$ cat config.mk
export PLATFORM = sky130hd
export DESIGN_NAME = lcs_scheduler
export DESIGN_NICKNAME = d
export VERILOG_FILES = /design/src/lcs_pkg.sv /design/src/lcs_cnt_if.sv /design/src/lcs_scheduler.sv /design/src/lcs_interval_counter.sv
export VERILOG_INCLUDE_DIRS = /design/src
export SDC_FILE = /design/constraint.sdc
export NUM_CORES = 1
export LEC_CHECK = 0
export BUFFER_PORTS_ARGS = -buffer_cell sky130_fd_sc_hd__buf_2
export CORE_UTILIZATION = 56
export CTS_CLUSTER_DIAMETER = 40
export DETAILED_ROUTE_END_ITERATION = 12
export HOLD_SLACK_MARGIN = 0.12
export PLACE_DENSITY_LB_ADDON = 0.12
export SKIP_CTS_REPAIR_TIMING = 1
export SLEW_MARGIN = 20
export SYNTH_ARGS = -nofsm -noshare
export SYNTH_HDL_FRONTEND = slang
export SYNTH_SLANG_ARGS = --single-unit
$ cat constraint.sdc
create_clock -name clk -period 5.9 [get_ports clk]
set_input_delay 0 -clock clk [delete_from_list [all_inputs] [get_ports clk]]
set_output_delay 0 -clock clk [all_outputs]
set_load 0.01 [all_outputs]
$ cat src/lcs_regs.svh
// Register offsets, field positions, reset values and timing figures of the scheduler
`ifndef LCS_REGS_SVH
`define LCS_REGS_SVH

`define LCS_ADDR_W        8
`define LCS_DATA_W        8
`define LCS_OFF_SOFT_TRIG 8'h6C
`define LCS_OFF_LP_CTRL   8'h6E
`define LCS_SOFT_TRIG_RST 8'h01
`define LCS_LP_CTRL_RST   8'h88
`define LCS_SOFT_TRIG_BIT 0
`define LCS_SLEEP_HI      7
`define LCS_SLEEP_LO      5
`define LCS_WAKE_HI       4
`define LCS_WAKE_LO       3
`define LCS_TRIG_MODE_BIT 1
`define LCS_LOWPOWER_CAL_ENABLE_BIT     0
`define LCS_EXP_W         6
`define LCS_CNT_W         42
`define LCS_UNIT_CYC      256
`define LCS_SLEEP_EXP     {6'h21, 6'h1E, 6'h1B, 6'h18, 6'h15, 6'h12, 6'h0F, 6'h03}
`define LCS_WAKE_EXP      {6'h18, 6'h15, 6'h12, 6'h21}
`define LCS_NUM_CORES     3

`endif

$ cat src/lcs_pkg.sv
// Types shared by the low-power calibration scheduler
`default_nettype none

package lcs_pkg;

    typedef enum logic [1:0] {
        LCS_ST_IDLE,
        LCS_ST_SLEEP,
        LCS_ST_WAKE,
        LCS_ST_CAL
    } lcs_state_t;

    typedef logic [7:0] lcs_byte_t;

endpackage // lcs_pkg

`default_nettype wire

$ cat src/lcs_cnt_if.sv
// Load and done signals between the scheduler and its interval counter
`timescale 1ns/1ps
`default_nettype none

interface lcs_cnt_if #(
    parameter int CW = 42
);
    logic          load;
    logic [CW-1:0] val;
    logic          done;

    modport ctrl (output load, output val, input done);
    modport cnt  (input load, input val, output done);
endinterface

`default_nettype wire

$ cat src/lcs_scheduler.sv
// Low-power background calibration scheduler: registers, trigger select and core sequencing
`timescale 1ns/1ps
`default_nettype none
`include "lcs_regs.svh"

module lcs_scheduler #(
    parameter int                            NUM_CORES = `LCS_NUM_CORES,
    parameter int                            CW        = `LCS_CNT_W,
    parameter int                            UNIT_CYC  = `LCS_UNIT_CYC,
    parameter logic [8*`LCS_EXP_W-1:0]       SLEEP_EXP = `LCS_SLEEP_EXP,
    parameter logic [4*`LCS_EXP_W-1:0]       WAKE_EXP  = `LCS_WAKE_EXP
) (
    input  wire logic                        clk,                      // 40 MHz device clock
    input  wire logic                        rst_b,                    // Async reset, active low
    input  wire logic                        reg_wr_en,                // Register write strobe
    input  wire logic                        reg_rd_en,                // Register read strobe
    input  wire logic [`LCS_ADDR_W-1:0]      reg_addr,                 // Register offset
    input  wire lcs_pkg::lcs_byte_t          reg_wdata,                // Write data
    output var  lcs_pkg::lcs_byte_t          reg_rdata,                // Read data, next cycle
    input  wire logic                        background_cal_enable,    // Background calibration on
    input  wire logic                        trigger_source_select,    // 1 selects pin trigger
    input  wire logic                        external_cal_trigger_pin, // Asynchronous trigger pin
    input  wire logic                        cal_done,                 // Calibration of core finished
    output var  logic [NUM_CORES-1:0]        core_sleep,               // Per-core sleep request
    output var  logic [$clog2(NUM_CORES)-1:0] core_sel,                // Core being scheduled
    output var  logic                        cal_req,                  // Calibrate selected core
    output var  logic                        cal_trigger,              // Selected trigger level
    output var  logic                        lowpower_active           // Low-power scheduling on
);
    import lcs_pkg::*;

    localparam int SW = $clog2(NUM_CORES);

    lcs_byte_t      soft_trig_r;
    lcs_byte_t      lp_ctrl_r;
    logic           pin_s1_r;
    logic           pin_s2_r;
    logic [7:0]     cfg_prev_r;
    lcs_state_t     state_r;
    lcs_state_t     state_nxt;
    logic [SW-1:0]  sel_nxt;

    lcs_cnt_if #(.CW(CW)) cif ();

    lcs_interval_counter #(.CW(CW)) u_cnt (
        .clk   (clk),
        .rst_b (rst_b),
        .cif   (cif)
    );

    function automatic logic [CW-1:0] span(input logic [`LCS_EXP_W-1:0] e);
        span = ((CW'(1) << e) + CW'(1)) * CW'(UNIT_CYC);
    endfunction

    // Register decode
    wire            wr_soft    = reg_wr_en && (reg_addr == `LCS_OFF_SOFT_TRIG);
    wire            wr_lp      = reg_wr_en && (reg_addr == `LCS_OFF_LP_CTRL);
    wire lcs_byte_t rd_mux     = (reg_addr == `LCS_OFF_SOFT_TRIG) ? soft_trig_r :
                                 (reg_addr == `LCS_OFF_LP_CTRL)   ? lp_ctrl_r   : 8'h00;

    // Control fields
    wire [2:0]      sleep_code = lp_ctrl_r[`LCS_SLEEP_HI:`LCS_SLEEP_LO];
    wire [1:0]      wake_code  = lp_ctrl_r[`LCS_WAKE_HI:`LCS_WAKE_LO];
    wire            trig_mode  = lp_ctrl_r[`LCS_TRIG_MODE_BIT];
    wire            lp_active  = lp_ctrl_r[`LCS_LOWPOWER_CAL_ENABLE_BIT] && background_cal_enable;
    wire [7:0]      cfg_now    = {sleep_code, wake_code, trig_mode, lp_ctrl_r[`LCS_LOWPOWER_CAL_ENABLE_BIT],
                                  background_cal_enable};
    wire            cfg_chg    = (cfg_now != cfg_prev_r);

    // Trigger selection
    wire            trig_now   = trigger_source_select ? pin_s2_r
                                 : soft_trig_r[`LCS_SOFT_TRIG_BIT];

    wire [CW-1:0]   sleep_cyc  = span(SLEEP_EXP[sleep_code*`LCS_EXP_W +: `LCS_EXP_W]);
    wire [CW-1:0]   wake_cyc   = span(WAKE_EXP[wake_code*`LCS_EXP_W +: `LCS_EXP_W]);
    wire            last_core  = (core_sel == SW'(NUM_CORES - 1));

    // Sequencing
    always_comb
    begin
        state_nxt = state_r;
        sel_nxt   = core_sel;
        if (!lp_active)
            state_nxt = LCS_ST_IDLE;
        else if (cfg_chg || state_r == LCS_ST_IDLE)
            state_nxt = LCS_ST_SLEEP;
        else
        begin
            case (state_r)
                LCS_ST_SLEEP:
                    if (trig_mode ? !trig_now : cif.done)
                        state_nxt = LCS_ST_WAKE;
                LCS_ST_WAKE:
                    if (cif.done)
                        state_nxt = LCS_ST_CAL;
                LCS_ST_CAL:
                    if (cal_done)
                    begin
                        state_nxt = LCS_ST_SLEEP;
                        sel_nxt   = last_core ? '0 : core_sel + SW'(1);
                    end
                default:
                    state_nxt = LCS_ST_IDLE;
            endcase
        end
    end

    // Sleep count is loaded only in autonomous mode
    assign cif.load = ((state_nxt == LCS_ST_SLEEP) && !trig_mode
                       && (state_r != LCS_ST_SLEEP || cfg_chg))
                      || ((state_nxt == LCS_ST_WAKE) && state_r != LCS_ST_WAKE);
    assign cif.val  = (state_nxt == LCS_ST_WAKE) ? wake_cyc : sleep_cyc;

    always_ff @(posedge clk or negedge rst_b)
    begin
        if (!rst_b)
        begin
            soft_trig_r <= `LCS_SOFT_TRIG_RST;
            lp_ctrl_r   <= `LCS_LP_CTRL_RST;
        end
        else
        begin
            if (wr_soft)
                soft_trig_r <= reg_wdata;
            if (wr_lp)
                lp_ctrl_r <= reg_wdata;
        end
    end

    always_ff @(posedge clk or negedge rst_b)
    begin
        if (!rst_b)
            reg_rdata <= 8'h00;
        else if (reg_rd_en)
            reg_rdata <= rd_mux;
    end

    // Pin synchroniser
    always_ff @(posedge clk or negedge rst_b)
    begin
        if (!rst_b)
        begin
            pin_s1_r <= 1'b1;
            pin_s2_r <= 1'b1;
        end
        else
        begin
            pin_s1_r <= external_cal_trigger_pin;
            pin_s2_r <= pin_s1_r;
        end
    end

    always_ff @(posedge clk or negedge rst_b)
    begin
        if (!rst_b)
        begin
            state_r         <= LCS_ST_IDLE;
            cfg_prev_r      <= 8'h00;
            core_sel        <= '0;
            cal_req         <= 1'b0;
            cal_trigger     <= 1'b1;
            lowpower_active <= 1'b0;
        end
        else
        begin
            state_r         <= state_nxt;
            cfg_prev_r      <= cfg_now;
            core_sel        <= sel_nxt;
            cal_req         <= (state_nxt == LCS_ST_CAL);
            cal_trigger     <= trig_now;
            lowpower_active <= lp_active;
        end
    end

    // Only the scheduled core sleeps
    genvar g;
    generate
        for (g = 0; g < NUM_CORES; g++)
        begin : g_sleep
            always_ff @(posedge clk or negedge rst_b)
            begin
                if (!rst_b)
                    core_sleep[g] <= 1'b0;
                else
                    core_sleep[g] <= (state_nxt == LCS_ST_SLEEP) && (sel_nxt == SW'(g));
            end
        end
    endgenerate
endmodule // lcs_scheduler

`default_nettype wire

$ cat src/lcs_interval_counter.sv
// Loadable down counter that times one sleep or settling interval
`timescale 1ns/1ps
`default_nettype none

module lcs_interval_counter #(
    parameter int CW = 42
) (
    input  wire logic clk,     // Device clock
    input  wire logic rst_b,   // Asynchronous reset, active low
    lcs_cnt_if.cnt    cif      // Load value in, done out
);
    logic [CW-1:0] cnt_r;

    // Loading N makes done rise N cycles later
    always_ff @(posedge clk or negedge rst_b)
    begin
        if (!rst_b)
            cnt_r <= '0;
        else if (cif.load)
            cnt_r <= cif.val - CW'(1);
        else if (cnt_r != '0)
            cnt_r <= cnt_r - CW'(1);
    end

    assign cif.done = (cnt_r == '0);
endmodule // lcs_interval_counter

`default_nettype wire

==> qor_table.md, run 1 <==
| Parameter | Reported |
| --- | --- |
| Outcome | finished, final reports clean |
| Initial cell density of the core | 58.2% |
| Global route overflow | 0 |
| Synthesis-stage register bit count | 86 |
| Total wirelength of the detailed-routed design | 13600 microns |
| Number of I/O port buffers | 39 |
| Routed length per placed instance | 18.0 microns |
| Setup WS post-layout | 0.619 ns |
| TritonCTS clock tree | yes |
| Horizontal extent of the die | 100 microns |
| Worst setup EP type | flip-flop |
| Largest net degree at the start of global routing | 52 |
| Cell chosen for the clock root | sky130_fd_sc_hd__clkbuf_8 |
| Detailed-placement wirelength estimate | 9560 microns |
| Wire length of the first global-routing pass | 21900 microns |
| Final clock period utilization by the worst path | 89.5% |
| Max-Cap Viols | 0 |
| Final standard cell count with taps included and fillers excluded | 752 |
| Number of nets with antenna violations after detailed routing | 0 |
| EDFF count, synth | 0 |
| # IOs | 40 |
| Required time of the worst setup path | 6.11 ns |
| Placed cell area | 0.00565 sq mm |
| Max-slew headroom | 32.0% |
| Number of vias after detailed routing | 4698 |
| Share of cells above drive strength 1 | 18.8% |
| Reg2Reg Depth | 14 |
| Core area | 0.00928 sq mm |
| Sinks on Clock Net | 86 |
| Post-synthesis cell area | 0.00540 sq mm |
| P&R area growth vs syn | 10.7% |
| Number of placed instances with taps included | 723 |
| Clock Latency Late Sink | 0.36 ns |
| Pre-CTS setup slack | 0.731 ns |
| Inserted Diodes | 0 |
| Total die area | 0.0100 sq mm |
| Via count of the first global-routing pass | 4360 |
| Hold slack | 0.135 ns |
| Number of buffers between clock root and the deepest sink | 2 |
| Final-report setup violation count | 0 |
| Peak fanout along the critical path | 13 |
| Count of distinct cell types in the synthesized netlist | 82 |
| Unrepaired setup endpoints after global routing | no |
| Hold violation count in the final report | 0 |
| Critical Setup Path Class | reg2reg |
| Count of TritonRoute iterations in the first routing pass | 5 |
| Number of antenna violations at the first check in global routing | 0 |
| Transition time of the tightest slew-check pin | 1.01 ns |
| Worst R2R Setup Slack | 0.62 ns |
| GR Util All Layers | 28.0% |
| Post-route DRC violation count | 0 |
| Net Count, Synth | 609 |
| Post-Layout Inst Area | 0.00598 sq mm |
| Largest vdd supply drop | 0.143 mV |
| Number of warning messages in the yosys log | 0 |
| Most frequently used flop master after synthesis | sky130_fd_sc_hd__dfrtp_1 |
| Setup_tns | 0 ns |
| Post-detailed-route via-to-cell ratio | 6.25 |
| Die Y-Extent | 100 microns |
| Rows | 35 |
| CP Launch Type | flip-flop |
| Number of filler instances in the final layout | 797 |
| Drt first-iter violations | 463 |
| Class of the tightest hold or removal check | in2reg |
| Max Transition Viols Final | 0 |
| Endpoint of the worst register-to-register path | u_cnt.cnt_r[38]$_DFFE_PN0P_ |
| Clock Pin Slew Worst Setup and Hold Paths | 0.09 ns |
| Maximum clock frequency | 189 MHz |
| Worst Skew | 0.0126 ns |
| Worst Hold Path EP | reg_rdata[2]$_DFFE_PN0P_ |
| Htree depth | 3 |
| Share of synthesized flip-flops with an asynchronous set or reset | 100% |
| Nets | 647 |
| Final critical delay including setup and external delays | 5.28 ns |
| Portion of the post-synthesis area used by sequential elements | 40.0% |
| Instance count of the mapped netlist | 580 |
| Cell count of the worst hold path | 3 |
| Pwr per Cell Area | 244 mW/mm^2 |
| Startpoint of the worst hold path | reg_addr[1] |
| Leak Pwr | 2.62 nW |
| Mean area per synthesized cell | 9.31 sq um |
| Global placer's final weighted congestion | 0.933 |
| R2R Path Start | u_cnt.cnt_r[18]$_DFFE_PN0P_ |
| Total clock buffers created by CTS | 9 |
| Arrival @ worst endpoint | 5.49 ns |
[worst max-delay path by stage]
stage                                     start  cells after the start                          end  slack, ns
floorplan           u_cnt.cnt_r[18]$_DFFE_PN0P_                     19  u_cnt.cnt_r[38]$_DFFE_PN0P_       1.15
global placement    u_cnt.cnt_r[18]$_DFFE_PN0P_                     14  u_cnt.cnt_r[38]$_DFFE_PN0P_       0.87
detailed placement  u_cnt.cnt_r[18]$_DFFE_PN0P_                     14  u_cnt.cnt_r[38]$_DFFE_PN0P_       0.73
CTS                 u_cnt.cnt_r[18]$_DFFE_PN0P_                     14  u_cnt.cnt_r[38]$_DFFE_PN0P_       0.71
global route         u_cnt.cnt_r[6]$_DFFE_PN0P_                     14  u_cnt.cnt_r[38]$_DFFE_PN0P_       0.25
finish              u_cnt.cnt_r[18]$_DFFE_PN0P_                     14  u_cnt.cnt_r[38]$_DFFE_PN0P_       0.62
[final cells by class]
| type | count | area [sq um] | share of cell area, % |
|---|---|---|---|
| clock buffer | 9 | 124 | 2.07 |
| sequential | 86 | 2160 | 36.1 |
| multi-input combinational | 444 | 3010 | 50.4 |
| clock inverter | 7 | 73.8 | 1.23 |
| tap | 129 | 161 | 2.70 |
| inverter | 19 | 76.3 | 1.28 |
| timing repair buffer | 58 | 373 | 6.24 |
[power by group]
part	internal [mW]	switching, mW
logic	0.136	0.184
registers	0.648	0.0683
clock network	0.197	0.227
total	0.982	0.480
[cells in the mapped netlist, types with 3 or more instances]
library cell / instances / area share (%)
sky130_fd_sc_hd__dfrtp_1: 80 / 37
sky130_fd_sc_hd__nor2_1: 57 / 4.0
sky130_fd_sc_hd__nand2_1: 48 / 3.3
sky130_fd_sc_hd__nor3_1: 25 / 2.3
sky130_fd_sc_hd__xnor2_1: 25 / 4.1
sky130_fd_sc_hd__nand3_1: 21 / 1.9
sky130_fd_sc_hd__xor2_1: 20 / 3.2
sky130_fd_sc_hd__mux2_2: 19 / 4.0
sky130_fd_sc_hd__a21oi_1: 18 / 1.7
sky130_fd_sc_hd__clkbuf_1: 18 / 1.3
sky130_fd_sc_hd__inv_1: 18 / 1.3
sky130_fd_sc_hd__mux2i_1: 16 / 3.0
sky130_fd_sc_hd__o22ai_1: 16 / 1.9
sky130_fd_sc_hd__o21ai_0: 14 / 1.3
sky130_fd_sc_hd__nor4_1: 11 / 1.3
sky130_fd_sc_hd__a31oi_1: 9 / 1.0
sky130_fd_sc_hd__and2_1: 8 / 0.93
sky130_fd_sc_hd__nand2b_1: 8 / 0.93
sky130_fd_sc_hd__nand4_1: 8 / 0.93
sky130_fd_sc_hd__o31ai_1: 8 / 1.1
sky130_fd_sc_hd__or3_1: 8 / 0.93
sky130_fd_sc_hd__or4_1: 7 / 0.97
sky130_fd_sc_hd__buf_2: 6 / 0.56
sky130_fd_sc_hd__dfstp_2: 6 / 2.9
sky130_fd_sc_hd__o21ai_1: 6 / 0.56
sky130_fd_sc_hd__ha_1: 5 / 1.2
sky130_fd_sc_hd__nand4b_1: 5 / 0.81
sky130_fd_sc_hd__nor2b_1: 5 / 0.58
sky130_fd_sc_hd__or2_2: 5 / 0.58
sky130_fd_sc_hd__o211ai_1: 4 / 0.56
sky130_fd_sc_hd__a211oi_1: 3 / 0.42
sky130_fd_sc_hd__and3_1: 3 / 0.35
sky130_fd_sc_hd__buf_6: 3 / 0.63
sky130_fd_sc_hd__nand3b_1: 3 / 0.42
sky130_fd_sc_hd__o31a_1: 3 / 0.49
sky130_fd_sc_hd__o32a_1: 3 / 0.56
sky130_fd_sc_hd__or4_4: 3 / 0.63
[cell families (layout without fill, tap and decap cells)]
logic type | after synthesis | after routing | synth area share, %
AND/OR/NAND/NOR | 242 | 242 | 24.2
multiplexers | 36 | 36 | 7.34
adder cells (fa/ha/maj) | 5 | 5 | 1.16
flip-flops | 86 | 86 | 40.0
buffers and inverters | 50 | 93 | 4.26
AO/OA/AOI/OAI | 116 | 116 | 15.8
XOR/XNOR | 45 | 45 | 7.30
[registers in the layout, indices dropped and copies added (netlist names), 2 cells and up]
| register | count |
|---|---|
| u_cnt.cnt_r | 42 |
| cfg_prev_r | 8 |
| lp_ctrl_r | 8 |
| soft_trig_r | 8 |
| reg_rdata | 8 |
| core_sleep | 3 |
| state_r | 2 |
| core_sel | 2 |
[metal layers]
metal	GRT usage [%]	share of wire, %	vias up
met5	0	0	-
met2	43.9	46	213
met3	4.39	7.2	31
met1	39.4	45	2263
met4	10.0	2.7	0
li1	-	-	2191
[through the flow]
stage / utilization (%) / power [mW]
4_1_cts: 63.0 / 1.46
2_1_floorplan: - / 0.942
3_3_place_gp: 60.9 / 1.03
6_report: 64.4 / 1.46
5_1_grt: 64.4 / 1.54
3_5_place_dp: 60.9 / 1.04
[cell usage in the layout (no fill, tap or decap), types with 5 or more instances in the layout]
master | netlist | layout
sky130_fd_sc_hd__or4_1 | 7 | 7
sky130_fd_sc_hd__or2_2 | 5 | 5
sky130_fd_sc_hd__ha_1 | 5 | 5
sky130_fd_sc_hd__inv_1 | 18 | 18
sky130_fd_sc_hd__nor2b_1 | 5 | 5
sky130_fd_sc_hd__nor2_1 | 57 | 57
sky130_fd_sc_hd__xor2_1 | 20 | 20
sky130_fd_sc_hd__nand4_1 | 8 | 8
sky130_fd_sc_hd__clkbuf_8 | 0 | 9
sky130_fd_sc_hd__o21ai_0 | 14 | 14
sky130_fd_sc_hd__xnor2_1 | 25 | 25
sky130_fd_sc_hd__nand3_1 | 21 | 21
sky130_fd_sc_hd__buf_2 | 6 | 38
sky130_fd_sc_hd__a21oi_1 | 18 | 18
sky130_fd_sc_hd__nor3_1 | 25 | 25
sky130_fd_sc_hd__nand2_1 | 48 | 48
sky130_fd_sc_hd__dfstp_2 | 6 | 6
sky130_fd_sc_hd__dfrtp_1 | 80 | 80
sky130_fd_sc_hd__buf_4 | 2 | 7
sky130_fd_sc_hd__or3_1 | 8 | 8
sky130_fd_sc_hd__o31ai_1 | 8 | 8
sky130_fd_sc_hd__and2_1 | 8 | 8
sky130_fd_sc_hd__dlygate4sd3_1 | 0 | 13
sky130_fd_sc_hd__nor4_1 | 11 | 11
sky130_fd_sc_hd__mux2i_1 | 16 | 16
sky130_fd_sc_hd__nand2b_1 | 8 | 8
sky130_fd_sc_hd__a31oi_1 | 9 | 9
sky130_fd_sc_hd__o22ai_1 | 16 | 16
sky130_fd_sc_hd__nand4b_1 | 5 | 5
sky130_fd_sc_hd__o21ai_1 | 6 | 6
sky130_fd_sc_hd__mux2_2 | 19 | 19
[worst max-delay path, stage by stage, from the launching register on]
cell and delay [ns]:
sky130_fd_sc_hd__dfrtp_1 0.42, sky130_fd_sc_hd__or4_4 0.56, sky130_fd_sc_hd__or4_4 0.58, sky130_fd_sc_hd__nor4b_1 0.49
sky130_fd_sc_hd__o2111a_1 0.36, sky130_fd_sc_hd__and3_2 0.35, sky130_fd_sc_hd__nor2_8 0.06, sky130_fd_sc_hd__nand2_1 0.08
sky130_fd_sc_hd__ha_1 0.42, sky130_fd_sc_hd__nand4b_1 0.25, sky130_fd_sc_hd__nor4_1 0.49, sky130_fd_sc_hd__a31o_1 0.51
sky130_fd_sc_hd__nand3_1 0.20, sky130_fd_sc_hd__nor3_1 0.27, sky130_fd_sc_hd__nor3_2 0.07
Power figures use the tool's default switching activity.
==> inputs of run 2 (changes only) <==
- CTS_CLUSTER_DIAMETER: 40 -> not set
- PLACE_DENSITY_LB_ADDON: 0.12 -> 0.15
==> run 2 against run 1 <==
Compared with the run above: critical endpoint unchanged; largest power group unchanged; via count up 1.5%; clock-buffer cell count up 2; die area unchanged; fmax down 1.3%; worst setup slack worse by 0.067 ns; highest routed layer unchanged.
==> qor_table.md, run 2 (synthesis results as in run 1) <==
| Parameter | Reported | Change |
| --- | --- | --- |
| DRT met1 WL | 5900 microns | was 6040 microns |
| Max-slew headroom | 36.9% | was 32.0% |
| Ordered list of cells on the worst path | or4_1, or4_4, nor4b_1, o2111a_1, and3_2, nor2_8, nand2_1, ha_1, nand4b_1, nor4_1, a31o_1, nand3_1, nor3_1, nor3_2 | was or4_4, or4_4, nor4b_1, o2111a_1, and3_2, nor2_8, nand2_1, ha_1, nand4b_1, nor4_1, a31o_1, nand3_1, nor3_1, nor3_2 |
| Maximum clock frequency | 187 MHz | was 189 MHz |
| Internal power of the cells | 1.00 mW | was 0.982 mW |
| Cell count of the worst hold path | 3 | unchanged |
| Cell chosen for the clock root | sky130_fd_sc_hd__clkbuf_8 | unchanged |
| Worst R2R Setup Slack | 0.55 ns | was 0.62 ns |
| Dominant delay contributor by cell family on the critical path | simple AND/OR/NAND/NOR gates | unchanged |
| Setup WS post-layout | 0.552 ns | was 0.619 ns |
| Hold violation count in the final report | 0 | unchanged |
| Final clock period utilization by the worst path | 90.6% | was 89.5% |
| Total net switching power | 0.472 mW | was 0.480 mW |
| Die Y-Extent | 100 microns | unchanged |
| Worst Skew | 0.0145 ns | was 0.0126 ns |
| Setup_tns | 0 ns | unchanged |
| CP max stage cell | sky130_fd_sc_hd__or4_1 | was sky130_fd_sc_hd__or4_4 |
| Transition time of the tightest slew-check pin | 0.937 ns | was 1.01 ns |
| Class of the tightest hold or removal check | in2reg | unchanged |
| Number of I/O port buffers | 39 | unchanged |
| Routed length per placed instance | 18.5 microns | was 18.0 microns |
| Flip-flop count of the largest register after layout | 42 | unchanged |
| Top register by number of flip-flops | u_cnt.cnt_r | unchanged |
| Via count of the first global-routing pass | 4508 | was 4360 |
| R2R Path Start | u_cnt.cnt_r[25]$_DFFE_PN0P_ | was u_cnt.cnt_r[18]$_DFFE_PN0P_ |
| Commonest non-fill, non-tap cells in the layout | sky130_fd_sc_hd__dfrtp_1, sky130_fd_sc_hd__nor2_1, sky130_fd_sc_hd__nand2_1 | unchanged |
| Horizontal extent of the die | 100 microns | unchanged |
| Nets | 646 | was 647 |
| Worst Hold Path EP | reg_rdata[4]$_DFFE_PN0P_ | was reg_rdata[2]$_DFFE_PN0P_ |
| Startpoint of the worst hold path | reg_addr[1] | unchanged |
| # IOs | 40 | unchanged |
| Critical Setup Path Class | reg2reg | unchanged |
| Most common cell after layout, fill and taps aside | sky130_fd_sc_hd__dfrtp_1 | unchanged |
| Reg2Reg Depth | 14 | unchanged |
| Total die area | 0.0100 sq mm | unchanged |
| Power share of the sequential group | 48.7% | was 49.0% |
| Clock Latency Late Sink | 0.37 ns | was 0.36 ns |
| Largest net degree at the start of global routing | 87 | was 52 |
| Global route overflow | 0 | unchanged |
| Post-detailed-route via-to-cell ratio | 6.35 | was 6.25 |
| Combinational cell fraction of total power | 21.6% | was 21.9% |
| Top metal layer carrying routed signals | met4 | unchanged |
| Number of vias after detailed routing | 4767 | was 4698 |
| Arrival @ worst endpoint | 5.58 ns | was 5.49 ns |
| Largest vdd supply drop | 0.150 mV | was 0.143 mV |
| Drt first-iter violations | 416 | was 463 |
| Clock Pin Slew Worst Setup and Hold Paths | 0.09 ns | about the same |
| Core area | 0.00928 sq mm | unchanged |
| Unrepaired setup endpoints after global routing | no | unchanged |
| Worst setup EP type | flip-flop | unchanged |
| Pre-CTS setup slack | 0.654 ns | was 0.731 ns |
| Max Transition Viols Final | 0 | unchanged |
| Sinks on Clock Net | 86 | unchanged |
| Number of antenna violations at the first check in global routing | 0 | unchanged |
| Total clock buffers created by CTS | 9 | unchanged |
| GR Util All Layers | 29.0% | was 28.0% |
| TritonCTS clock tree | yes | unchanged |
| Number of placed instances with taps included | 722 | was 723 |
| Count of buffer and inverter cells on the critical path | 0 | unchanged |
| Peak fanout along the critical path | 13 | unchanged |
| Final-report setup violation count | 0 | unchanged |
| Final critical delay including setup and external delays | 5.35 ns | was 5.28 ns |
| Number of buffers between clock root and the deepest sink | 2 | unchanged |
| Endpoint of the worst register-to-register path | u_cnt.cnt_r[38]$_DFFE_PN0P_ | unchanged |
| Final standard cell count with taps included and fillers excluded | 751 | was 752 |
| Inserted Diodes | 0 | unchanged |
| P&R area growth vs syn | 10.8% | was 10.7% |
| Pwr per Cell Area | 246 mW/mm^2 | was 244 mW/mm^2 |
| Number of nets with antenna violations after detailed routing | 0 | unchanged |
| CP Launch Type | flip-flop | unchanged |
| Share of total power consumed by net switching | 32.0% | was 32.8% |
| Required time of the worst setup path | 6.13 ns | was 6.11 ns |
| DR WL met3 | 1010 microns | was 975 microns |
| CP max stage delay | 0.62 ns | was 0.58 ns |
| Outcome | finished, final reports clean | unchanged |
| Count of TritonRoute iterations in the first routing pass | 5 | unchanged |
| Met2 Routed Length | 6510 microns | was 6180 microns |
| Wire length of the first global-routing pass | 22400 microns | was 21900 microns |
| Detailed-placement wirelength estimate | 9500 microns | was 9560 microns |
| Share of cells above drive strength 1 | 18.6% | was 18.8% |
| Post-route DRC violation count | 0 | unchanged |
| Max-Cap Viols | 0 | unchanged |
| Leak Pwr | 2.63 nW | was 2.62 nW |
| Hold slack | 0.117 ns | was 0.135 ns |
| Htree depth | 3 | unchanged |
| Rows | 35 | unchanged |
| Initial cell density of the core | 58.2% | unchanged |
| Total wirelength of the detailed-routed design | 13900 microns | was 13600 microns |
| Clock group share of total power | 29.7% | was 29.1% |
| Global placer's final weighted congestion | 0.943 | was 0.933 |
==> run 2: cell count changes in the layout (fill, tap and decap cells not counted) <==
| cell | before | now |
|---|---|---|
| sky130_fd_sc_hd__clkinvlp_4 | 1 | 0 |
| sky130_fd_sc_hd__inv_6 | 1 | 0 |
| sky130_fd_sc_hd__buf_6 | 0 | 1 |
| sky130_fd_sc_hd__clkbuf_8 | 9 | 11 |
| sky130_fd_sc_hd__buf_4 | 7 | 5 |
==> run 2: how the worst max path moves through the flow <==
| stage | slack (ns) | startpoint | cells after the start | end |
|---|---|---|---|---|
| detailed placement | 0.65 | u_cnt.cnt_r[25]$_DFFE_PN0P_ | 14 | u_cnt.cnt_r[38]$_DFFE_PN0P_ |
| floorplan | 1.15 | u_cnt.cnt_r[18]$_DFFE_PN0P_ | 19 | u_cnt.cnt_r[38]$_DFFE_PN0P_ |
| finish | 0.55 | u_cnt.cnt_r[25]$_DFFE_PN0P_ | 14 | u_cnt.cnt_r[38]$_DFFE_PN0P_ |
| global placement | 0.78 | u_cnt.cnt_r[18]$_DFFE_PN0P_ | 14 | u_cnt.cnt_r[38]$_DFFE_PN0P_ |
| global route | 0.26 | u_cnt.cnt_r[25]$_DFFE_PN0P_ | 14 | u_cnt.cnt_r[36]$_DFFE_PN0P_ |
| CTS | 0.65 | u_cnt.cnt_r[25]$_DFFE_PN0P_ | 14 | u_cnt.cnt_r[38]$_DFFE_PN0P_ |
==> run 2: power by group through the flow <==
stage / Sequential (mW) / Combinational (mW) / Clock, mW
5_1_grt: 0.726 / 0.359 / 0.469
3_5_place_dp: 0.729 / 0.308 / 0
2_1_floorplan: 0.704 / 0.238 / 0
6_report: 0.718 / 0.319 / 0.438
4_1_cts: 0.717 / 0.310 / 0.447
3_3_place_gp: 0.726 / 0.301 / 0
==> run 2: worst min-delay path, stage by stage <==
cell                      delay, ns
sky130_fd_sc_hd__buf_2         0.20
sky130_fd_sc_hd__mux2i_1       0.18
sky130_fd_sc_hd__o22ai_1       0.08
==> run 2: layer usage <==
layer | track usage (%) | vias to the layer above
met1 | 39.1 | 2320
met4 | 13.3 | 0
met3 | 5.22 | 40
met2 | 45.5 | 216
met5 | 0 | -
li1 | - | 2191
==> run 2: through the flow <==
stage	utilization [%]	power (mW)	area [sq um]
finish	64.5	1.48	5990
global route	64.5	1.55	5990
CTS	63.0	1.47	5850
detailed placement	60.8	1.04	5640
global placement	60.8	1.03	5640
floorplan	-	0.942	5400
==> run 2: cell type report <==
type	instances	area [sq um]
Fill cell	796	3300
Clock inverter	5	57.6
Multi-Input combinational cell	444	3010
Inverter	19	76.3
Timing Repair Buffer	57	369
Tap cell	129	161
Sequential cell	86	2160
Clock buffer	11	151
==> inputs of run 3 (changes only) <==
- PLACE_DENSITY: not set -> 0.86
- PLACE_DENSITY_LB_ADDON: 0.15 -> not set
- clock period: 5.9 -> 5.35 ns (I/O delays scaled with it)
==> run 3 against run 2 <==
Compared with the run above: sequential share of layout area is 0.19 points lower; highest routed layer unchanged; sequential power is 10% higher; worst setup slack lost 0.19 ns; register-to-register slack worse by 0.19 ns; clock skew is 0.0040 ns lower; largest power group unchanged; via count increased by 1.1%; power rose by 12%; flip-flop and latch count unchanged; fmax up 7.2%; clock-buffer cell count shrank 2; wire length rose by 5.3%.
==> qor_table.md, run 3 (synthesis results as in run 1) <==
| Parameter | Reported | Change |
| --- | --- | --- |
| Number of buffers between clock root and the deepest sink | 2 | unchanged |
| Worst setup EP type | flip-flop | unchanged |
| Largest net degree at the start of global routing | 87 | unchanged |
| Setup_tns | 0 ns | unchanged |
| Clock Latency Late Sink | 0.37 ns | about the same |
| Sinks on Clock Net | 86 | unchanged |
| Drt first-iter violations | 523 | was 416 |
| Hold violation count in the final report | 0 | unchanged |
| Via count of the first global-routing pass | 4609 | was 4508 |
| Leak Pwr | 2.64 nW | was 2.63 nW |
| Global route overflow | 0 | unchanged |
| Arrival @ worst endpoint | 5.21 ns | was 5.58 ns |
| Final clock period utilization by the worst path | 93.2% | was 90.6% |
| Cell chosen for the clock root | sky130_fd_sc_hd__clkbuf_8 | unchanged |
| Worst Skew | 0.0105 ns | was 0.0145 ns |
| Top register by number of flip-flops | u_cnt.cnt_r | unchanged |
| Flip-flop count of the largest register after layout | 42 | unchanged |
| Maximum clock frequency | 200 MHz | was 187 MHz |
| Overall power consumption | 1.66 mW | was 1.48 mW |
| Nets | 650 | was 646 |
| Final-report setup violation count | 0 | unchanged |
| Critical Setup Path Class | reg2reg | unchanged |
| Number of I/O port buffers | 39 | unchanged |
| Htree depth | 3 | unchanged |
| Core area | 0.00928 sq mm | unchanged |
| Worst R2R Setup Slack | 0.36 ns | was 0.55 ns |
| Post-route DRC violation count | 0 | unchanged |
| Share of cells above drive strength 1 | 19.5% | was 18.6% |
| Number of vias after detailed routing | 4818 | was 4767 |
| Max-slew headroom | 33.4% | was 36.9% |
| Endpoint of the worst register-to-register path | u_cnt.cnt_r[38]$_DFFE_PN0P_ | unchanged |
| Count of TritonRoute iterations in the first routing pass | 5 | unchanged |
| Transition time of the tightest slew-check pin | 0.989 ns | was 0.937 ns |
| Max Transition Viols Final | 0 | unchanged |
| Class of the tightest hold or removal check | in2reg | unchanged |
| Busiest layer in global routing | met2 | unchanged |
| Number of nets with antenna violations after detailed routing | 0 | unchanged |
| Unrepaired setup endpoints after global routing | no | unchanged |
| Detailed-placement wirelength estimate | 9800 microns | was 9500 microns |
| Clock Pin Slew Worst Setup and Hold Paths | 0.10 ns | was 0.09 ns |
| Pwr per Cell Area | 275 mW/mm^2 | was 246 mW/mm^2 |
| Required time of the worst setup path | 5.57 ns | was 6.13 ns |
| Hold slack | 0.134 ns | was 0.117 ns |
| Commonest non-fill, non-tap cells in the layout | sky130_fd_sc_hd__dfrtp_1, sky130_fd_sc_hd__nor2_1, sky130_fd_sc_hd__nand2_1 | unchanged |
| Global placer's final weighted congestion | 0.960 | was 0.943 |
| Met3 routing resource usage after global routing | 6.62% | was 5.22% |
| Total wirelength of the detailed-routed design | 14600 microns | was 13900 microns |
| Final critical delay including setup and external delays | 4.99 ns | was 5.35 ns |
| Horizontal extent of the die | 100 microns | unchanged |
| Cell count of the worst hold path | 3 | unchanged |
| TritonCTS clock tree | yes | unchanged |
| GR Util All Layers | 29.7% | was 29.0% |
| Post-detailed-route via-to-cell ratio | 6.38 | was 6.35 |
| Most common cell after layout, fill and taps aside | sky130_fd_sc_hd__dfrtp_1 | unchanged |
| Largest vdd supply drop | 0.162 mV | was 0.150 mV |
| Routed length per placed instance | 19.4 microns | was 18.5 microns |
| Total die area | 0.0100 sq mm | unchanged |
| CP Launch Type | flip-flop | unchanged |
| Peak fanout along the critical path | 10 | was 13 |
| Number of filler instances in the final layout | 776 | was 796 |
| Capturing element of the worst setup path | u_cnt.cnt_r[38]$_DFFE_PN0P_ | unchanged |
| Worst setup startpoint | u_cnt.cnt_r[25]$_DFFE_PN0P_ | unchanged |
| Reg2Reg Depth | 14 | unchanged |
| Max-Cap Viols | 0 | unchanged |
| Met2 Usage GRT | 47.2% | was 45.5% |
| Initial cell density of the core | 58.2% | unchanged |
| Total clock buffers created by CTS | 9 | unchanged |
| Inserted Diodes | 0 | unchanged |
| P&R area growth vs syn | 11.4% | was 10.8% |
| Outcome | finished, final reports clean | unchanged |
| R2R Path Start | u_cnt.cnt_r[25]$_DFFE_PN0P_ | unchanged |
| Rows | 35 | unchanged |
| Global routing met1 resource utilization | 38.7% | was 39.1% |
| Die Y-Extent | 100 microns | unchanged |
| Wire length of the first global-routing pass | 23200 microns | was 22400 microns |
| # IOs | 40 | unchanged |
| Number of antenna violations at the first check in global routing | 0 | unchanged |
run 3: cell types whose count changed in the layout (fill, tap and decap cells not counted):
cell	previous run	this run
sky130_fd_sc_hd__clkinv_4	3	2
sky130_fd_sc_hd__clkinvlp_4	0	1
sky130_fd_sc_hd__a31o_1	2	1
sky130_fd_sc_hd__inv_6	0	2
sky130_fd_sc_hd__clkbuf_8	11	9
sky130_fd_sc_hd__nor4_2	2	3
sky130_fd_sc_hd__clkinv_2	2	1
sky130_fd_sc_hd__a31o_2	1	2
sky130_fd_sc_hd__inv_8	0	1
sky130_fd_sc_hd__buf_4	5	9
sky130_fd_sc_hd__nor4_1	11	10
run 3: layer usage:
layer  vias to the layer above  wire length (microns)
met5                         -                      0
met4                         0                    607
met3                        68                   1000
met2                       229                   6850
met1                      2327                   6150
li1                       2194                      -
run 3: critical path, cell delays in order (launching register included):
cell	delay [ns]
sky130_fd_sc_hd__dfrtp_1	0.44
sky130_fd_sc_hd__or4_1	0.60
sky130_fd_sc_hd__or4_4	0.55
sky130_fd_sc_hd__nor4b_1	0.57
sky130_fd_sc_hd__o2111ai_2	0.34
sky130_fd_sc_hd__o21ai_4	0.41
sky130_fd_sc_hd__nor2_1	0.16
sky130_fd_sc_hd__ha_1	0.35
sky130_fd_sc_hd__nor2_1	0.17
sky130_fd_sc_hd__nand4_1	0.11
sky130_fd_sc_hd__a211oi_1	0.33
sky130_fd_sc_hd__a31o_2	0.33
sky130_fd_sc_hd__nand3_1	0.17
sky130_fd_sc_hd__nor3_1	0.26
sky130_fd_sc_hd__nor3_2	0.07
run 3: worst min path at each step:
stage | start | end | slack, ns
6_report | reg_addr[1] | reg_rdata[1]$_DFFE_PN0P_ | 0.13
5_1_grt | reg_addr[1] | reg_rdata[5]$_DFFE_PN0P_ | 0.15
4_1_cts | external_cal_trigger_pin | pin_s1_r$_DFF_PN1_ | -0.29
3_5_place_dp | external_cal_trigger_pin | pin_s1_r$_DFF_PN1_ | 0.11
3_3_place_gp | external_cal_trigger_pin | pin_s1_r$_DFF_PN1_ | 0.11
2_1_floorplan | rst_b | cal_req$_DFF_PN0_ | -0.30
run 3: layout make-up:
cell class | count | area, sq um | area share [%]
multi-input cells | 444 | 3020 | 50.1
flip-flops and latches | 86 | 2160 | 35.9
inverters | 19 | 76.3 | 1.27
clock inverters | 7 | 80.1 | 1.33
well taps | 129 | 161 | 2.68
repair buffers | 61 | 399 | 6.63
clock buffers | 9 | 124 | 2.06
run 3: metrics by stage:
stage	util [%]	cells	area (sq um)	worst slack [ns]
3_5_place_dp	61.1	726	5670	0.303
2_1_floorplan	-	580	5400	0.601
3_3_place_gp	61.1	726	5670	0.498
4_1_cts	63.3	742	5880	0.205
5_1_grt	64.8	755	6020	0.135
6_report	64.8	755	6020	0.362
run 3: report_power, final:
part | internal [mW] | switching (mW) | total, mW
registers | 0.715 | 0.0771 | 0.792
logic | 0.155 | 0.209 | 0.364
clock network | 0.223 | 0.277 | 0.500
